==> src/core/lpcs_pkg.sv <==
// Constants, encodings and state types for the command and state logic
package lpcs_pkg;
  localparam int BANKS = 8;
  localparam int CLK_PERIOD_NS = 4;

  // Interval figures in ns, counts rounded up to whole cycles
  localparam int T_RP_NS = 18;
  localparam int T_RCD_NS = 18;
  localparam int T_MRR_NS = 8;
  localparam int T_MRW_NS = 20;
  localparam int T_RFCPB_NS = 60;
  localparam int T_RFCAB_NS = 130;
  localparam int T_XP_NS = 8;
  localparam int T_XSR_NS = 140;
  localparam int T_INIT5_NS = 10000;
  localparam int T_BURST_NS = 16;

  localparam int RP_CYC = (T_RP_NS + CLK_PERIOD_NS - 1) / CLK_PERIOD_NS;
  localparam int RCD_CYC = (T_RCD_NS + CLK_PERIOD_NS - 1) / CLK_PERIOD_NS;
  localparam int MRR_CYC = (T_MRR_NS + CLK_PERIOD_NS - 1) / CLK_PERIOD_NS;
  localparam int MRW_CYC = (T_MRW_NS + CLK_PERIOD_NS - 1) / CLK_PERIOD_NS;
  localparam int RFCPB_CYC = (T_RFCPB_NS + CLK_PERIOD_NS - 1) / CLK_PERIOD_NS;
  localparam int RFCAB_CYC = (T_RFCAB_NS + CLK_PERIOD_NS - 1) / CLK_PERIOD_NS;
  localparam int XP_CYC = (T_XP_NS + CLK_PERIOD_NS - 1) / CLK_PERIOD_NS;
  localparam int XSR_CYC = (T_XSR_NS + CLK_PERIOD_NS - 1) / CLK_PERIOD_NS;
  localparam int INIT5_CYC = (T_INIT5_NS + CLK_PERIOD_NS - 1) / CLK_PERIOD_NS;
  localparam int BURST_CYC = (T_BURST_NS + CLK_PERIOD_NS - 1) / CLK_PERIOD_NS;

  localparam int BK_TMR_W = 6;
  localparam int DEV_TMR_W = 6;
  localparam int INIT_TMR_W = 12;

  // Rising-edge opcode {ca3,ca2,ca1,ca0}
  localparam logic [3:0] OP_MRW = 4'h0;
  localparam logic [3:0] OP_MRR = 4'h8;
  localparam logic [3:0] OP_REFPB = 4'h4;
  localparam logic [3:0] OP_REFAB = 4'hc;
  localparam logic [3:0] OP_BST = 4'h3;
  localparam logic [3:0] OP_PRE = 4'hb;
  localparam logic [1:0] OP_ACT2 = 2'h2;
  localparam logic [2:0] OP_WRITE3 = 3'h1;
  localparam logic [2:0] OP_READ3 = 3'h5;
  localparam logic [2:0] OP_SREF3 = 3'h4;
  localparam logic [2:0] OP_DPD3 = 3'h7;

  // Field positions
  localparam int CA_BA_LSB = 7;
  localparam int CA_AB_BIT = 4;
  localparam int CA_AP_BIT = 0;
  localparam logic [7:0] RESET_MA = 8'h3f;

  typedef enum logic [3:0] {
    DS_POWER_ON, DS_RESETTING, DS_NORMAL, DS_IDLE_PD, DS_ACT_PD, DS_RST_PD, DS_SREF, DS_DPD
  } lpcs_dev_t;

  typedef enum logic [2:0] {
    BK_IDLE, BK_ACTIVATING, BK_ACTIVE, BK_READING, BK_WRITING, BK_PRECHARGING, BK_REFRESHING
  } lpcs_bank_t;

  typedef enum logic [3:0] {
    CMD_NONE, CMD_MRW, CMD_MRR, CMD_REFPB, CMD_REFAB, CMD_ACT, CMD_WRITE, CMD_READ, CMD_PRE, CMD_BST, CMD_DPD
  } lpcs_cmd_t;
endpackage

==> src/core/lpcs_sync2.sv <==
// Two-stage level synchroniser
`timescale 1ns/1ns
`default_nettype none
module lpcs_sync2 (
  // Clock and reset
  input wire logic clk,
  input wire logic arst_n,
  // Level in and out
  input wire logic d,
  output logic q
);
  logic meta;

  always_ff @(posedge clk or negedge arst_n) begin
    if (!arst_n) begin
      meta <= 1'b0;
      q <= 1'b0;
    end else begin
      meta <= d;
      q <= meta;
    end
  end
endmodule
`default_nettype wire

==> src/core/lpcs_command_state.sv <==
// Command decode, power state and per-bank state tracking
//
// Summary of operation
// Commands decoded from cs, ca0-3, cke only
// Bank chosen by three bank address bits
// Auto-precharge closes bank after burst ends
// Self refresh, deep power-down exit asynchronous
// Per-bank refresh only on eight-bank parts
// Lowest column address bit forced zero
// Cke fall with NOP enters power-down
// Cke low holds power state, ignores commands
// Cke rise with NOP leaves power-down
// Reset power-down exit depends on init timer
// Cke fall with encoding enters sref/dpd
// Deep power-down exit goes to power-on
// Controller sends NOPs during power-down exit
// Controller sends NOPs during self-refresh exit
// Controller toggles clock within exit intervals
// Undefined state/command pairs flagged illegal
// Bank transitions only with cke high, exits done
// Idle bank transitions on activate/refresh/mode/precharge
// Reset enters resetting; MRR there reads registers
// Active bank transitions on read/write/MRR/precharge
// Reading bank accepts read, write, burst stop
// Writing bank accepts write, read, burst stop
// Idle only after precharge period elapsed
// Active only after activate delay elapsed
// Burst stop ends most recent burst, any bank
// Reset requested by mode write to reset register
// NOP leaves all state unchanged; here bank timers still count down and bursts still end
`timescale 1ns/1ns
`default_nettype none
module lpcs_command_state (
  // Clock and reset
  input wire logic clk,
  input wire logic arst_n,
  // Command bus, both halves registered at the rising edge
  input wire logic cke,
  input wire logic cs_n,
  input wire logic [9:0] ca_r,
  input wire logic [9:0] ca_f,
  // Device state
  output lpcs_pkg::lpcs_dev_t dev_state,
  output logic init_done,
  output logic exit_wait,
  output logic cmd_illegal,
  // Bank status
  output logic [lpcs_pkg::BANKS-1:0] bank_idle,
  output logic [lpcs_pkg::BANKS-1:0] bank_open,
  output logic burst_busy,
  output logic burst_read,
  output logic [2:0] burst_bank,
  output logic [11:0] col_addr
);
  logic cke_prev;
  logic cke_sync;
  logic cke_sync_d;
  logic [lpcs_pkg::DEV_TMR_W-1:0] exit_tmr;
  logic [lpcs_pkg::DEV_TMR_W-1:0] mr_tmr;
  logic [lpcs_pkg::INIT_TMR_W-1:0] init_tmr;
  logic [lpcs_pkg::DEV_TMR_W-1:0] burst_tmr;
  logic burst_ap;
  lpcs_pkg::lpcs_bank_t bk_state [lpcs_pkg::BANKS];
  logic [lpcs_pkg::BK_TMR_W-1:0] bk_tmr [lpcs_pkg::BANKS];

  lpcs_pkg::lpcs_cmd_t cmd;
  logic [2:0] ba;
  logic [7:0] ma;
  logic cmd_slot;
  logic ready;
  logic all_idle;
  logic cke_fall;
  logic cke_rise;
  logic wake;
  logic burst_done;
  logic acc_act, acc_rd, acc_wr, acc_pre, acc_prea, acc_refpb, acc_refab;
  logic acc_mrr, acc_mrw, acc_rst, acc_bst;
  logic enter_pd, enter_sref, enter_dpd, pd_exit, sref_exit;
  logic next_illegal;

  function automatic lpcs_pkg::lpcs_cmd_t decode_cmd(input logic [3:0] op);
    lpcs_pkg::lpcs_cmd_t c;
    c = lpcs_pkg::CMD_NONE;
    if (op[1:0] == lpcs_pkg::OP_ACT2) begin
      c = lpcs_pkg::CMD_ACT;
    end else if (op[2:0] == lpcs_pkg::OP_WRITE3) begin
      c = lpcs_pkg::CMD_WRITE;
    end else if (op[2:0] == lpcs_pkg::OP_READ3) begin
      c = lpcs_pkg::CMD_READ;
    end else if (op[2:0] == lpcs_pkg::OP_DPD3) begin
      c = lpcs_pkg::CMD_DPD;
    end else if (op == lpcs_pkg::OP_MRW) begin
      c = lpcs_pkg::CMD_MRW;
    end else if (op == lpcs_pkg::OP_MRR) begin
      c = lpcs_pkg::CMD_MRR;
    end else if (op == lpcs_pkg::OP_REFPB) begin
      c = lpcs_pkg::CMD_REFPB;
    end else if (op == lpcs_pkg::OP_REFAB) begin
      c = lpcs_pkg::CMD_REFAB;
    end else if (op == lpcs_pkg::OP_PRE) begin
      c = lpcs_pkg::CMD_PRE;
    end else if (op == lpcs_pkg::OP_BST) begin
      c = lpcs_pkg::CMD_BST;
    end
    return c;
  endfunction

  // Banks that may take a column access; a precharge is also taken by an idle bank
  function automatic logic bank_open_st(input lpcs_pkg::lpcs_bank_t s);
    return (s == lpcs_pkg::BK_ACTIVE) || (s == lpcs_pkg::BK_READING) || (s == lpcs_pkg::BK_WRITING);
  endfunction

  // Clock may be stopped in these states, so cke is watched through a synchroniser
  lpcs_sync2 u_cke_sync (
    .clk(clk),
    .arst_n(arst_n),
    .d(cke),
    .q(cke_sync)
  );

  always_ff @(posedge clk or negedge arst_n) begin
    if (!arst_n) begin
      cke_prev <= 1'b0;
      cke_sync_d <= 1'b0;
    end else begin
      cke_prev <= cke;
      cke_sync_d <= cke_sync;
    end
  end

  assign cmd = decode_cmd(ca_r[3:0]);
  assign ba = ca_r[lpcs_pkg::CA_BA_LSB +: 3];
  assign ma = {ca_f[1:0], ca_r[9:4]};
  assign cmd_slot = cke_prev && cke && !cs_n;
  assign ready = (exit_tmr == '0) && (mr_tmr == '0);
  assign cke_fall = cke_prev && !cke;
  assign cke_rise = !cke_prev && cke;
  assign wake = cke_sync && !cke_sync_d;
  assign burst_done = burst_busy && (burst_tmr == lpcs_pkg::DEV_TMR_W'(1));

  always_comb begin
    all_idle = 1'b1;
    for (int b = 0; b < lpcs_pkg::BANKS; b++) begin
      if (bk_state[b] != lpcs_pkg::BK_IDLE) begin
        all_idle = 1'b0;
      end
    end
  end

  // Command acceptance and legality
  always_comb begin
    acc_act = 1'b0;
    acc_rd = 1'b0;
    acc_wr = 1'b0;
    acc_pre = 1'b0;
    acc_prea = 1'b0;
    acc_refpb = 1'b0;
    acc_refab = 1'b0;
    acc_mrr = 1'b0;
    acc_mrw = 1'b0;
    acc_rst = 1'b0;
    acc_bst = 1'b0;
    enter_pd = 1'b0;
    enter_sref = 1'b0;
    enter_dpd = 1'b0;
    pd_exit = 1'b0;
    sref_exit = 1'b0;
    next_illegal = 1'b0;
    if (cmd_slot) begin
      if (!ready) begin
        next_illegal = 1'b1;
      end else if (dev_state == lpcs_pkg::DS_NORMAL) begin
        case (cmd)
          lpcs_pkg::CMD_ACT: begin
            acc_act = (bk_state[ba] == lpcs_pkg::BK_IDLE);
          end
          lpcs_pkg::CMD_READ: begin
            acc_rd = bank_open_st(bk_state[ba]) && !(burst_ap && burst_bank == ba);
          end
          lpcs_pkg::CMD_WRITE: begin
            acc_wr = bank_open_st(bk_state[ba]) && !(burst_ap && burst_bank == ba);
          end
          lpcs_pkg::CMD_PRE: begin
            if (ca_r[lpcs_pkg::CA_AB_BIT]) begin
              acc_prea = 1'b1;
            end else begin
              acc_pre = bank_open_st(bk_state[ba]) || (bk_state[ba] == lpcs_pkg::BK_IDLE);
            end
          end
          lpcs_pkg::CMD_REFPB: begin
            acc_refpb = (bk_state[ba] == lpcs_pkg::BK_IDLE);
          end
          lpcs_pkg::CMD_REFAB: begin
            acc_refab = all_idle;
          end
          lpcs_pkg::CMD_MRW: begin
            acc_rst = all_idle && (ma == lpcs_pkg::RESET_MA);
            acc_mrw = all_idle && (ma != lpcs_pkg::RESET_MA);
          end
          lpcs_pkg::CMD_MRR: begin
            acc_mrr = !burst_busy;
          end
          lpcs_pkg::CMD_BST: begin
            acc_bst = burst_busy;
          end
          default: begin
          end
        endcase
        next_illegal = !(acc_act || acc_rd || acc_wr || acc_pre || acc_prea || acc_refpb || acc_refab
                         || acc_mrr || acc_mrw || acc_rst || (cmd == lpcs_pkg::CMD_BST));
      end else if (dev_state == lpcs_pkg::DS_POWER_ON) begin
        acc_rst = (cmd == lpcs_pkg::CMD_MRW) && (ma == lpcs_pkg::RESET_MA);
        next_illegal = !acc_rst;
      end else if (dev_state == lpcs_pkg::DS_RESETTING) begin
        acc_mrr = (cmd == lpcs_pkg::CMD_MRR);
        next_illegal = !acc_mrr;
      end else begin
        next_illegal = 1'b1;
      end
    end else if (cke_fall) begin
      if (cs_n && (dev_state == lpcs_pkg::DS_NORMAL || dev_state == lpcs_pkg::DS_RESETTING)) begin
        enter_pd = 1'b1;
      end else if (!cs_n && dev_state == lpcs_pkg::DS_NORMAL && all_idle && ready
                   && ca_r[2:0] == lpcs_pkg::OP_SREF3) begin
        enter_sref = 1'b1;
      end else if (!cs_n && dev_state == lpcs_pkg::DS_NORMAL && all_idle && ready
                   && ca_r[2:0] == lpcs_pkg::OP_DPD3) begin
        enter_dpd = 1'b1;
      end else begin
        next_illegal = 1'b1;
      end
    end else if (cke_rise && cs_n) begin
      pd_exit = (dev_state == lpcs_pkg::DS_IDLE_PD) || (dev_state == lpcs_pkg::DS_ACT_PD)
                || (dev_state == lpcs_pkg::DS_RST_PD);
    end
    if (dev_state == lpcs_pkg::DS_SREF && wake) begin
      sref_exit = 1'b1;
    end
  end

  // Device power state
  always_ff @(posedge clk or negedge arst_n) begin
    if (!arst_n) begin
      dev_state <= lpcs_pkg::DS_POWER_ON;
    end else begin
      case (dev_state)
        lpcs_pkg::DS_POWER_ON: begin
          if (acc_rst) begin
            dev_state <= lpcs_pkg::DS_RESETTING;
          end
        end
        lpcs_pkg::DS_NORMAL: begin
          if (enter_pd) begin
            dev_state <= all_idle ? lpcs_pkg::DS_IDLE_PD : lpcs_pkg::DS_ACT_PD;
          end else if (enter_sref) begin
            dev_state <= lpcs_pkg::DS_SREF;
          end else if (enter_dpd) begin
            dev_state <= lpcs_pkg::DS_DPD;
          end else if (acc_rst) begin
            dev_state <= lpcs_pkg::DS_RESETTING;
          end
        end
        lpcs_pkg::DS_RESETTING: begin
          if (enter_pd) begin
            dev_state <= lpcs_pkg::DS_RST_PD;
          end else if (init_tmr == '0 && mr_tmr == '0) begin
            dev_state <= lpcs_pkg::DS_NORMAL;
          end
        end
        lpcs_pkg::DS_IDLE_PD, lpcs_pkg::DS_ACT_PD: begin
          if (pd_exit) begin
            dev_state <= lpcs_pkg::DS_NORMAL;
          end
        end
        lpcs_pkg::DS_RST_PD: begin
          if (pd_exit) begin
            dev_state <= (init_tmr == '0) ? lpcs_pkg::DS_NORMAL : lpcs_pkg::DS_RESETTING;
          end
        end
        lpcs_pkg::DS_SREF: begin
          if (sref_exit) begin
            dev_state <= lpcs_pkg::DS_NORMAL;
          end
        end
        lpcs_pkg::DS_DPD: begin
          if (wake) begin
            dev_state <= lpcs_pkg::DS_POWER_ON;
          end
        end
        default: begin
          dev_state <= lpcs_pkg::DS_POWER_ON;
        end
      endcase
    end
  end

  // Exit interval: commands refused until it runs out
  always_ff @(posedge clk or negedge arst_n) begin
    if (!arst_n) begin
      exit_tmr <= '0;
    end else if (pd_exit) begin
      exit_tmr <= lpcs_pkg::DEV_TMR_W'(lpcs_pkg::XP_CYC);
    end else if (sref_exit) begin
      exit_tmr <= lpcs_pkg::DEV_TMR_W'(lpcs_pkg::XSR_CYC);
    end else if (exit_tmr != '0) begin
      exit_tmr <= exit_tmr - 1'b1;
    end
  end

  // Mode register access interval
  always_ff @(posedge clk or negedge arst_n) begin
    if (!arst_n) begin
      mr_tmr <= '0;
    end else if (acc_mrr) begin
      mr_tmr <= lpcs_pkg::DEV_TMR_W'(lpcs_pkg::MRR_CYC);
    end else if (acc_mrw) begin
      mr_tmr <= lpcs_pkg::DEV_TMR_W'(lpcs_pkg::MRW_CYC);
    end else if (mr_tmr != '0) begin
      mr_tmr <= mr_tmr - 1'b1;
    end
  end

  // Auto-initialisation keeps running through resetting power-down
  always_ff @(posedge clk or negedge arst_n) begin
    if (!arst_n) begin
      init_tmr <= '0;
    end else if (acc_rst) begin
      init_tmr <= lpcs_pkg::INIT_TMR_W'(lpcs_pkg::INIT5_CYC);
    end else if (init_tmr != '0) begin
      init_tmr <= init_tmr - 1'b1;
    end
  end

  // Most recent burst; only one may run at a time
  always_ff @(posedge clk or negedge arst_n) begin
    if (!arst_n) begin
      burst_busy <= 1'b0;
      burst_read <= 1'b0;
      burst_ap <= 1'b0;
      burst_bank <= '0;
      burst_tmr <= '0;
    end else if (acc_rd || acc_wr) begin
      burst_busy <= 1'b1;
      burst_read <= acc_rd;
      burst_ap <= ca_f[lpcs_pkg::CA_AP_BIT];
      burst_bank <= ba;
      burst_tmr <= lpcs_pkg::DEV_TMR_W'(lpcs_pkg::BURST_CYC);
    end else if (acc_bst || burst_done || ((acc_pre && ba == burst_bank) || acc_prea)) begin
      burst_busy <= 1'b0;
      burst_ap <= 1'b0;
      burst_tmr <= '0;
    end else if (burst_tmr != '0) begin
      burst_tmr <= burst_tmr - 1'b1;
    end
  end

  always_ff @(posedge clk or negedge arst_n) begin
    if (!arst_n) begin
      col_addr <= '0;
    end else if (acc_rd || acc_wr) begin
      col_addr <= {ca_f[9:1], ca_r[6:5], 1'b0};
    end
  end

  // Per-bank state; with no command only timer steps and burst ends move a bank
  for (genvar b = 0; b < lpcs_pkg::BANKS; b++) begin : g_bank
    logic hit;
    logic bst_here;
    logic done_here;
    assign hit = (ba == 3'(b));
    assign bst_here = acc_bst && (burst_bank == 3'(b));
    assign done_here = burst_done && (burst_bank == 3'(b));

    always_ff @(posedge clk or negedge arst_n) begin
      if (!arst_n) begin
        bk_state[b] <= lpcs_pkg::BK_IDLE;
        bk_tmr[b] <= '0;
      end else if (acc_rst) begin
        bk_state[b] <= lpcs_pkg::BK_IDLE;
        bk_tmr[b] <= '0;
      end else if ((acc_pre && hit) || (acc_prea && bk_state[b] != lpcs_pkg::BK_REFRESHING)) begin
        bk_state[b] <= lpcs_pkg::BK_PRECHARGING;
        bk_tmr[b] <= lpcs_pkg::BK_TMR_W'(lpcs_pkg::RP_CYC);
      end else begin
        case (bk_state[b])
          lpcs_pkg::BK_IDLE: begin
            if (acc_act && hit) begin
              bk_state[b] <= lpcs_pkg::BK_ACTIVATING;
              bk_tmr[b] <= lpcs_pkg::BK_TMR_W'(lpcs_pkg::RCD_CYC);
            end else if ((acc_refpb && hit) || acc_refab) begin
              bk_state[b] <= lpcs_pkg::BK_REFRESHING;
              bk_tmr[b] <= acc_refab ? lpcs_pkg::BK_TMR_W'(lpcs_pkg::RFCAB_CYC)
                                     : lpcs_pkg::BK_TMR_W'(lpcs_pkg::RFCPB_CYC);
            end
          end
          lpcs_pkg::BK_ACTIVATING: begin
            if (bk_tmr[b] == lpcs_pkg::BK_TMR_W'(1)) begin
              bk_state[b] <= lpcs_pkg::BK_ACTIVE;
            end
            bk_tmr[b] <= bk_tmr[b] - 1'b1;
          end
          lpcs_pkg::BK_PRECHARGING, lpcs_pkg::BK_REFRESHING: begin
            if (bk_tmr[b] == lpcs_pkg::BK_TMR_W'(1)) begin
              bk_state[b] <= lpcs_pkg::BK_IDLE;
            end
            bk_tmr[b] <= bk_tmr[b] - 1'b1;
          end
          default: begin
            if (acc_rd && hit) begin
              bk_state[b] <= lpcs_pkg::BK_READING;
            end else if (acc_wr && hit) begin
              bk_state[b] <= lpcs_pkg::BK_WRITING;
            end else if (bst_here) begin
              bk_state[b] <= lpcs_pkg::BK_ACTIVE;
            end else if (done_here && burst_ap) begin
              bk_state[b] <= lpcs_pkg::BK_PRECHARGING;
              bk_tmr[b] <= lpcs_pkg::BK_TMR_W'(lpcs_pkg::RP_CYC);
            end else if (done_here) begin
              bk_state[b] <= lpcs_pkg::BK_ACTIVE;
            end
          end
        endcase
      end
    end

    always_ff @(posedge clk or negedge arst_n) begin
      if (!arst_n) begin
        bank_idle[b] <= 1'b1;
        bank_open[b] <= 1'b0;
      end else begin
        bank_idle[b] <= (bk_state[b] == lpcs_pkg::BK_IDLE);
        bank_open[b] <= (bk_state[b] == lpcs_pkg::BK_ACTIVE);
      end
    end
  end

  // Status flags lag the internal state by one cycle
  always_ff @(posedge clk or negedge arst_n) begin
    if (!arst_n) begin
      init_done <= 1'b0;
      exit_wait <= 1'b0;
      cmd_illegal <= 1'b0;
    end else begin
      init_done <= (init_tmr == '0) && (dev_state != lpcs_pkg::DS_POWER_ON);
      exit_wait <= (exit_tmr != '0);
      cmd_illegal <= next_illegal;
    end
  end
endmodule
`default_nettype wire

==> config.mk <==
export PLATFORM = sky130hd
export DESIGN_NAME = lpcs_command_state
export DESIGN_NICKNAME = d
export VERILOG_FILES = /design/src/core/lpcs_pkg.sv /design/src/core/lpcs_sync2.sv /design/src/core/lpcs_command_state.sv
export SDC_FILE = /design/constraint.sdc
export NUM_CORES = 1
export LEC_CHECK = 0
export BUFFER_PORTS_ARGS = -buffer_cell sky130_fd_sc_hd__buf_2
export CORE_ASPECT_RATIO = 1.1
export CORE_MARGIN = 10
export CORE_UTILIZATION = 60
export CTS_BUF_LIST = sky130_fd_sc_hd__clkbuf_8
export DETAILED_ROUTE_END_ITERATION = 16
export PLACE_DENSITY = 0.9
export SLEW_MARGIN = 15
export SYNTH_ARGS = -nofsm -noshare
export SYNTH_HDL_FRONTEND = slang
export SYNTH_HIERARCHICAL = 1
export SYNTH_SLANG_ARGS = --single-unit
==> constraint.sdc <==
create_clock -name clk -period 3.52 [get_ports clk]
set_input_delay 0.704 -clock clk [delete_from_list [all_inputs] [get_ports clk]]
set_output_delay 0.704 -clock clk [all_outputs]
set_load 0.02 [all_outputs]
==> metrics.yaml, run 1 <==
outcome: "completed"
globalRoute.busiestLayer: "met2"
max_freq_mhz: 300
firstDrtPassIters: 6
ant_nets: 0
synth_flop_cell: "dfrtp_1"
fin_crit_ps: 3330
worstPathArrival_ps: 3700
dp_hpwl_um: 23500
r2r_slack_ps: 190
dieHeight_um: 154
yosys_warnings: 6
worst_clock_skew_ps: 14.8
crit_type: "reg -> reg"
core_mm2: 0.0162
drive_above_1_share_pct: 18.4
num-nets-final: 1357
num_rows: 49
setup_viol: 0
cts_hold_buf: 0
synth-async-reset-ratio_pct: 100
tightest_slew_ps: 901
cts_setup_buffers: 0
grt_use_met3_pct: 7.69
fin_crit_sh_pct: 94.7
cp.required_ps: 3890
max-clock-path-buffers: 2
critPathCaptureType: "flip-flop"
crit_buf_inv: 0
use_met1_pct: 34.6
area_delta_synth_final_pct: 14.4
drt_iter0_markers: 1318
antenna_found_initial: 1
worst_r2r_path_depth: 9
dp_cells: 1497
grt_pass1_wl_um: 50700
start_util_pct: 60.7
finalHoldViolCount: 0
root_buffer: "clkbuf_8"
crit_chain: "or4b_4 > or4_4 > o21bai_2 > a31o_2 > o21ba_2 > nor3_2 > o211ai_1 > nor2_1 > nor3_1"
fillers: 1295
cts_buffers: 17
final_util_pct: 69.4
viasPerCell: 6.66
r2r-end: "bk_state[15]"
crit_fanout: 7
routabilityCongestion: 1.08
hold_path.class: "in -> async"
ys_types: 93
finalNonFillerCells: 1529
cts_max_level: 4
power_density_mw_per_mm2: 695
synth_edf_count: 0
cts_tree: "yes"
clock_latency_ps: 490
multiInputGateArea_mm2: 0.00576
synthDominantCellAreaShare_pct: 35.2
drc: 0
cts.clk_slew.worst_paths_ps: 90
grt_use_total_pct: 28.4
cp-start-kind: "flip-flop"
vias: 10200
netlist_instances: 1187
io_buffers: 62
grt_max_degree: 84
slowest_stage: "or4b_4"
seq_area_mm2: 0.00366
irDropWorstVdd_v: 0.000372
wirelength_um: 31500
yosysTopAreaCell: "dfrtp_1"
synth_area_mm2: 0.00982
grt_pass1_vias: 9920
gr-total-overflow: 0
clock-sinks: 146
critPathTopFamily: "simple AND/OR/NAND/NOR gates"
cts_resized: 0
cpPeakStageDelay_ps: 630
drv_slew: 0
wl_per_cell_um: 20.6
dieWidth_um: 142
met2_usage_pct: 44.5
r2r-start: "dev_state[0]"
dieArea_mm2: 0.0219
fin_setup_tns_ps: 0
antennaDiodeCount: 0
slew_headroom_pct: 39.1
seq_area_frac_synth_pct: 37.3
io_pins: 64
rsz0062_at_grt: "no"
synth.area.top_cells: "dfrtp_1 (35%), nand2_1 (5.5%), o21ai_0 (4.5%), nor2_1 (4.3%), a21oi_1 (4.0%)"
p_leak_nw: 4.99
drv_cap: 0
ys_ff_latch: 146
syn_avg_cell_area_um2: 8.27
[how the worst max path moves through the flow]
stage / from / cells past startpoint / end / slack (ps)
floorplan: ca_r[7] / 10 / bk_tmr[16] / 200
global placement: ca_r[7] / 11 / bk_state[21] / 60
detailed placement: ca_r[7] / 11 / bk_tmr[12] / 30
CTS: dev_state[0] / 9 / bk_state[15] / 260
global route: exit_tmr[0] / 11 / bk_state[21] / 80
finish: dev_state[0] / 9 / bk_state[15] / 190
[routing by layer]
metal  part of all wire, %  wire, um
met1                    38     12000
met2                    46     14600
met3                    10      3160
met4                   5.5      1730
met5                 0.035        11
[placed cells by master (no fill, tap or decap), drive strengths merged, types with 12 or more instances in the layout]
cell type	netlist	routed
nand3	34	34
nor2b	31	31
mux2i	20	20
o22ai	12	12
a31oi	21	21
xnor2	20	20
nand2	146	146
nor2	117	117
or3	27	27
nor3	53	53
nor4	19	19
dfrtp	138	138
nand2b	19	19
o21ai	102	102
a21o	12	12
ha	21	21
inv	46	53
clkbuf	30	18
a21oi	82	82
a211oi	19	19
nand4	14	14
buf	19	154
[stage by stage]
| stage | setup WS (ps) | hold WS, ps | power, mW | area (um^2) |
|---|---|---|---|---|
| after detailed placement | 28.5 | 339 | 6.45 | 10900 |
| after floorplan | 204 | 331 | 5.32 | 9820 |
| after CTS | 265 | 296 | 7.73 | 11200 |
| after global routing | 78.1 | 316 | 8.37 | 11200 |
| final | 186 | 250 | 7.81 | 11200 |
| after global placement | 60.3 | 333 | 6.31 | 10900 |
[cell usage after synthesis, types with 14 or more instances]
cell type    n
a211oi_1    16
a21oi_1     79
a31oi_1     20
clkbuf_1    29
dfrtp_1    138
ha_1        21
inv_1       44
mux2i_1     20
nand2_1    143
nand2b_1    18
nand3_1     34
nand4_1     14
nor2_1     113
nor2b_1     31
nor3_1      49
nor4_1      18
o21ai_0     89
or3_1       27
xnor2_1     20
[sequential cells by signal (all words and copies together), names as in the netlist]
register	cells
bk_tmr	48
cmd_illegal	1
mr_tmr	6
burst_bank	3
u_cke_sync/q	1
bank_idle	8
dev_state	4
burst_read	1
init_tmr	12
burst_tmr	6
cke_sync_d	1
bank_open	8
bk_state	24
burst_busy	1
u_cke_sync/meta	1
exit_tmr	6
init_done	1
col_addr	11
exit_wait	1
cke_prev	1
burst_ap	1
[logic make-up (layout without fill, tap and decap cells)]
logic type	after synthesis	count (layout)	synth area share [%]
AND/OR/NAND/NOR	527	527	27.5
AO/OA/AOI/OAI	337	337	22.2
flip-flops	146	146	37.3
buffers and inverters	97	234	4.17
XOR/XNOR	29	29	2.59
multiplexers	29	29	3.53
adder cells (fa/ha/maj)	21	21	2.68
other	1	2	0.0382
[layout make-up]
class / count / share of cell area, %
inverters: 48 / 1.60
clock inverters: 14 / 1.07
well taps: 204 / 2.27
repair buffers: 154 / 8.96
flip-flops and latches: 146 / 32.6
multi-input cells: 945 / 51.3
clock buffers: 18 / 2.20
[power by group]
group	switching (mW)	internal [mW]
Sequential	0.534	2.19
Clock	0.746	0.526
Combinational	2.22	1.59
Note: power is estimated with default switching activity, not from simulation.
==> inputs of run 2 (changes only) <==
--- a/config.mk
+++ b/config.mk
@@ -5,13 +5,15 @@
 export SDC_FILE = /design/constraint.sdc
 export NUM_CORES = 1
 export LEC_CHECK = 0
+export ABC_AREA = 1
 export BUFFER_PORTS_ARGS = -buffer_cell sky130_fd_sc_hd__buf_2
-export CORE_ASPECT_RATIO = 1.1
+export CORE_ASPECT_RATIO = 0.7
 export CORE_MARGIN = 10
 export CORE_UTILIZATION = 60
 export CTS_BUF_LIST = sky130_fd_sc_hd__clkbuf_8
 export DETAILED_ROUTE_END_ITERATION = 16
 export PLACE_DENSITY = 0.9
+export REMOVE_ABC_BUFFERS = 1
 export SLEW_MARGIN = 15
 export SYNTH_ARGS = -nofsm -noshare
 export SYNTH_HDL_FRONTEND = slang
==> run 2 against run 1 <==
Against the previous run:
- sequential power is 6% lower
- via count is 3.9% higher
- clock skew is 1.2 ps higher
- register-to-register slack better by 390 ps
- area after synthesis is 5.2% higher
- non-clock buffer count is 82 lower
- cell area is 0.11% higher
- critical path depth is 8 higher
- sequential cell count stayed put
- total power is 4.5% lower
- clock power hardly changed
- largest power group unchanged
- highest routed layer is now met4
==> metrics.yaml, run 2 <==
wirelength_um: 29500  # was 31500 um
routabilityCongestion: 1.04  # was 1.08
p_sw_share_pct: 47.1  # was 44.8%
firstDrtPassIters: 6  # unchanged
synth_commonest_cells: "nand2_1 (441), inv_1 (199), nand3_1 (148)"  # was nand2_1 (143), dfrtp_1 (138), nor2_1 (113)
final_util_pct: 66.1  # was 69.4%
hold_path.class: "in -> async"  # unchanged
netlist_instances: 1510  # was 1187
final_cell_mix: "nand2_1 (441), inv_1 (201), nand3_1 (148)"  # was nand2_1 (143), dfrtp_1 (138), nor2_1 (113)
max_freq_mhz: 340  # was 300 MHz
synth_flop_cell: "dfrtp_1"  # unchanged
outcome: "completed"  # unchanged
cts_max_level: 4  # unchanged
dp_hpwl_um: 22100  # was 23500 um
yosysTopAreaCell: "dfrtp_1"  # unchanged
cts_tree: "yes"  # unchanged
io_pins: 64  # unchanged
grt_use_total_pct: 26.2  # was 28.4%
drt_iter0_markers: 1408  # was 1318
p_leak_nw: 6.08  # was 4.99 nW
regMostFlops: "bk_tmr"  # unchanged
synthDominantCellAreaShare_pct: 33.4  # was 35.2%
viasPerCell: 5.79  # was 6.66
antenna_found_initial: 0  # was 1
finalHoldViolCount: 0  # unchanged
worst_clock_skew_ps: 16.0  # was 14.8 ps
irDropWorstVdd_v: 0.000464  # was 0.000372 V
gr-total-overflow: 0  # unchanged
ys_ff_latch: 146  # unchanged
max-clock-path-buffers: 2  # unchanged
power_density_mw_per_mm2: 663  # was 695 mW/mm^2
synth.most_common_cell: "nand2_1"  # unchanged
comb_power_share_pct: 48.5  # was 48.8%
vias: 10600  # was 10200
drive_above_1_share_pct: 13.6  # was 18.4%
root_buffer: "clkbuf_8"  # unchanged
drv_slew: 0  # unchanged
top_regs: "bk_tmr x48, bk_state x24, init_tmr x12"  # unchanged
antennaDiodeCount: 0  # unchanged
start_util_pct: 60.7  # about the same
dieArea_mm2: 0.0229  # was 0.0219 mm^2
drc: 0  # unchanged
synth-async-reset-ratio_pct: 100  # unchanged
p_int_mw: 3.94  # was 4.31 mW
synth_area_mm2: 0.0103  # was 0.00982 mm^2
critPathCaptureType: "flip-flop"  # unchanged
area_delta_synth_final_pct: 8.93  # was 14.4%
synth.area.top_cells: "dfrtp_1 (33%), nand2_1 (16%), inv_1 (7.2%), nand3_1 (7.2%), nor2_1 (5.2%)"  # was dfrtp_1 (35%), nand2_1 (5.5%), o21ai_0 (4.5%), nor2_1 (4.3%), a21oi_1 (4.0%)
cts_buffers: 17  # unchanged
synth_edf_count: 0  # unchanged
ys_types: 57  # was 93
num_rows: 40  # was 49
io_buffers: 62  # unchanged
cts_resized: 0  # unchanged
ant_nets: 0  # unchanged
num-nets-final: 1627  # was 1357
seq_area_frac_synth_pct: 35.5  # was 37.3%
core_mm2: 0.0170  # was 0.0162 mm^2
cts_setup_buffers: 0  # unchanged
cp-start-kind: "flip-flop"  # unchanged
drv_cap: 0  # unchanged
fin_crit_ps: 2940  # was 3330 ps
largest_register_ffs: 48  # unchanged
tightest_slew_ps: 761  # was 901 ps
grt_max_degree: 75  # was 84
rsz0062_at_grt: "no"  # unchanged
clock_latency_ps: 490  # about the same
dieWidth_um: 177  # was 142 um
crit_type: "reg -> reg"  # unchanged
wl_per_cell_um: 16.2  # was 20.6 um
dieHeight_um: 130  # was 154 um
grt_pass1_wl_um: 49000  # was 50700 um
yosys_warnings: 6  # unchanged
clock-sinks: 146  # unchanged
cts_hold_buf: 0  # unchanged
setup_viol: 0  # unchanged
cts.clk_slew.worst_paths_ps: 90  # about the same
slew_headroom_pct: 49.1  # was 39.1%
switchingPower_mw: 3.52  # was 3.50 mW
cp.required_ps: 3880  # was 3890 ps
seq_power_share_pct: 34.5  # was 34.9%
worstPathArrival_ps: 3310  # was 3700 ps
crit_fanout: 14  # was 7
fin_setup_tns_ps: 0  # unchanged
final_common_cell: "nand2_1"  # unchanged
grt_pass1_vias: 9835  # was 9920
fin_crit_sh_pct: 83.6  # was 94.7%
pwr-share-clk_pct: 17.0  # was 16.3%
syn_avg_cell_area_um2: 6.84  # was 8.27 um^2
[run 2: cell count changes after synthesis, moves of 25 or more]
cell,delta
nor2_1,+31
nand3_1,+114
clkbuf_1,-25
nand4_1,+25
nand2_1,+298
inv_1,+155
or3_1,-27
a21oi_1,-27
nor2b_1,-31
[run 2: power groups by stage]
| stage | Clock (mW) | Sequential (mW) | Combinational [mW] |
|---|---|---|---|
| after floorplan | 0 | 2.57 | 2.63 |
| after global placement | 0 | 2.58 | 3.40 |
| after detailed placement | 0 | 2.59 | 3.52 |
| after CTS | 1.27 | 2.56 | 3.57 |
| after global routing | 1.35 | 2.61 | 4.13 |
| final | 1.27 | 2.57 | 3.62 |
[run 2: worst paths after layout]
kind	startpoint	endpoint	slack, ps	cells past startpoint
min reg2reg	u_cke_sync/meta	u_cke_sync/q	350	0
max reg2reg	mr_tmr[0]	bk_tmr[42]	580	17
max in group asynchronous	arst_n	bank_idle[3]	2440	2
min in group clk	u_cke_sync/meta	u_cke_sync/q	350	0
min	arst_n	exit_tmr[3]	200	1
max	mr_tmr[0]	bk_tmr[42]	580	17
[run 2: cells by family after synthesis]
family | share of synthesized area, %
XOR/XNOR | 1.10
flip-flops | 35.5
buffers and inverters | 9.05
adder cells (fa/ha/maj) | 2.54
AND/OR/NAND/NOR | 42.0
AO/OA/AOI/OAI | 9.80
other | 0.0363
[run 2: layout make-up]
cell class                 count  area (um^2)
multi-input combinational   1136         5730
clock buffer                  17          234
inverter                     209          791
sequential                   146         3660
timing repair buffer          72          404
clock inverter                15          135
tap                          231          289
fill                        1475         5770
[run 2: worst max-delay path, cell delays in order (launching register included)]
cell and delay (ps):
dfrtp_1 400, inv_1 80, ha_1 240, nand2_1 110, nor2_2 200, nand2_1 150, clkinv_2 140, nand2_2 80
nor2_4 300, inv_2 180, nor2_4 300, nand2_1 140, nand2_2 120, nor2_4 60, nand2_2 100, nand2_2 100
nand2_1 80, o21ai_1 60
[run 2: metal layers]
| metal | vias up | global-route usage (%) | share of wire [%] |
|---|---|---|---|
| li1 | 5063 | - | - |
| met4 | 0 | 7.54 | 2.1 |
| met1 | 4898 | 35.5 | 44 |
| met2 | 552 | 41.0 | 44 |
| met3 | 67 | 6.32 | 9.7 |
| met5 | - | 0 | 0 |
[run 2: metrics by stage]
step | cells | setup WS, ps | instance area, um^2 | power [mW] | hold WS, ps
after floorplan | 1491 | 1060 | 10200 | 5.20 | 331
after global placement | 1794 | 503 | 10900 | 5.98 | 333
after detailed placement | 1794 | 442 | 10900 | 6.11 | 336
after CTS | 1826 | 631 | 11300 | 7.40 | 244
after global routing | 1826 | 331 | 11300 | 8.09 | 254
final | 1826 | 578 | 11300 | 7.46 | 203
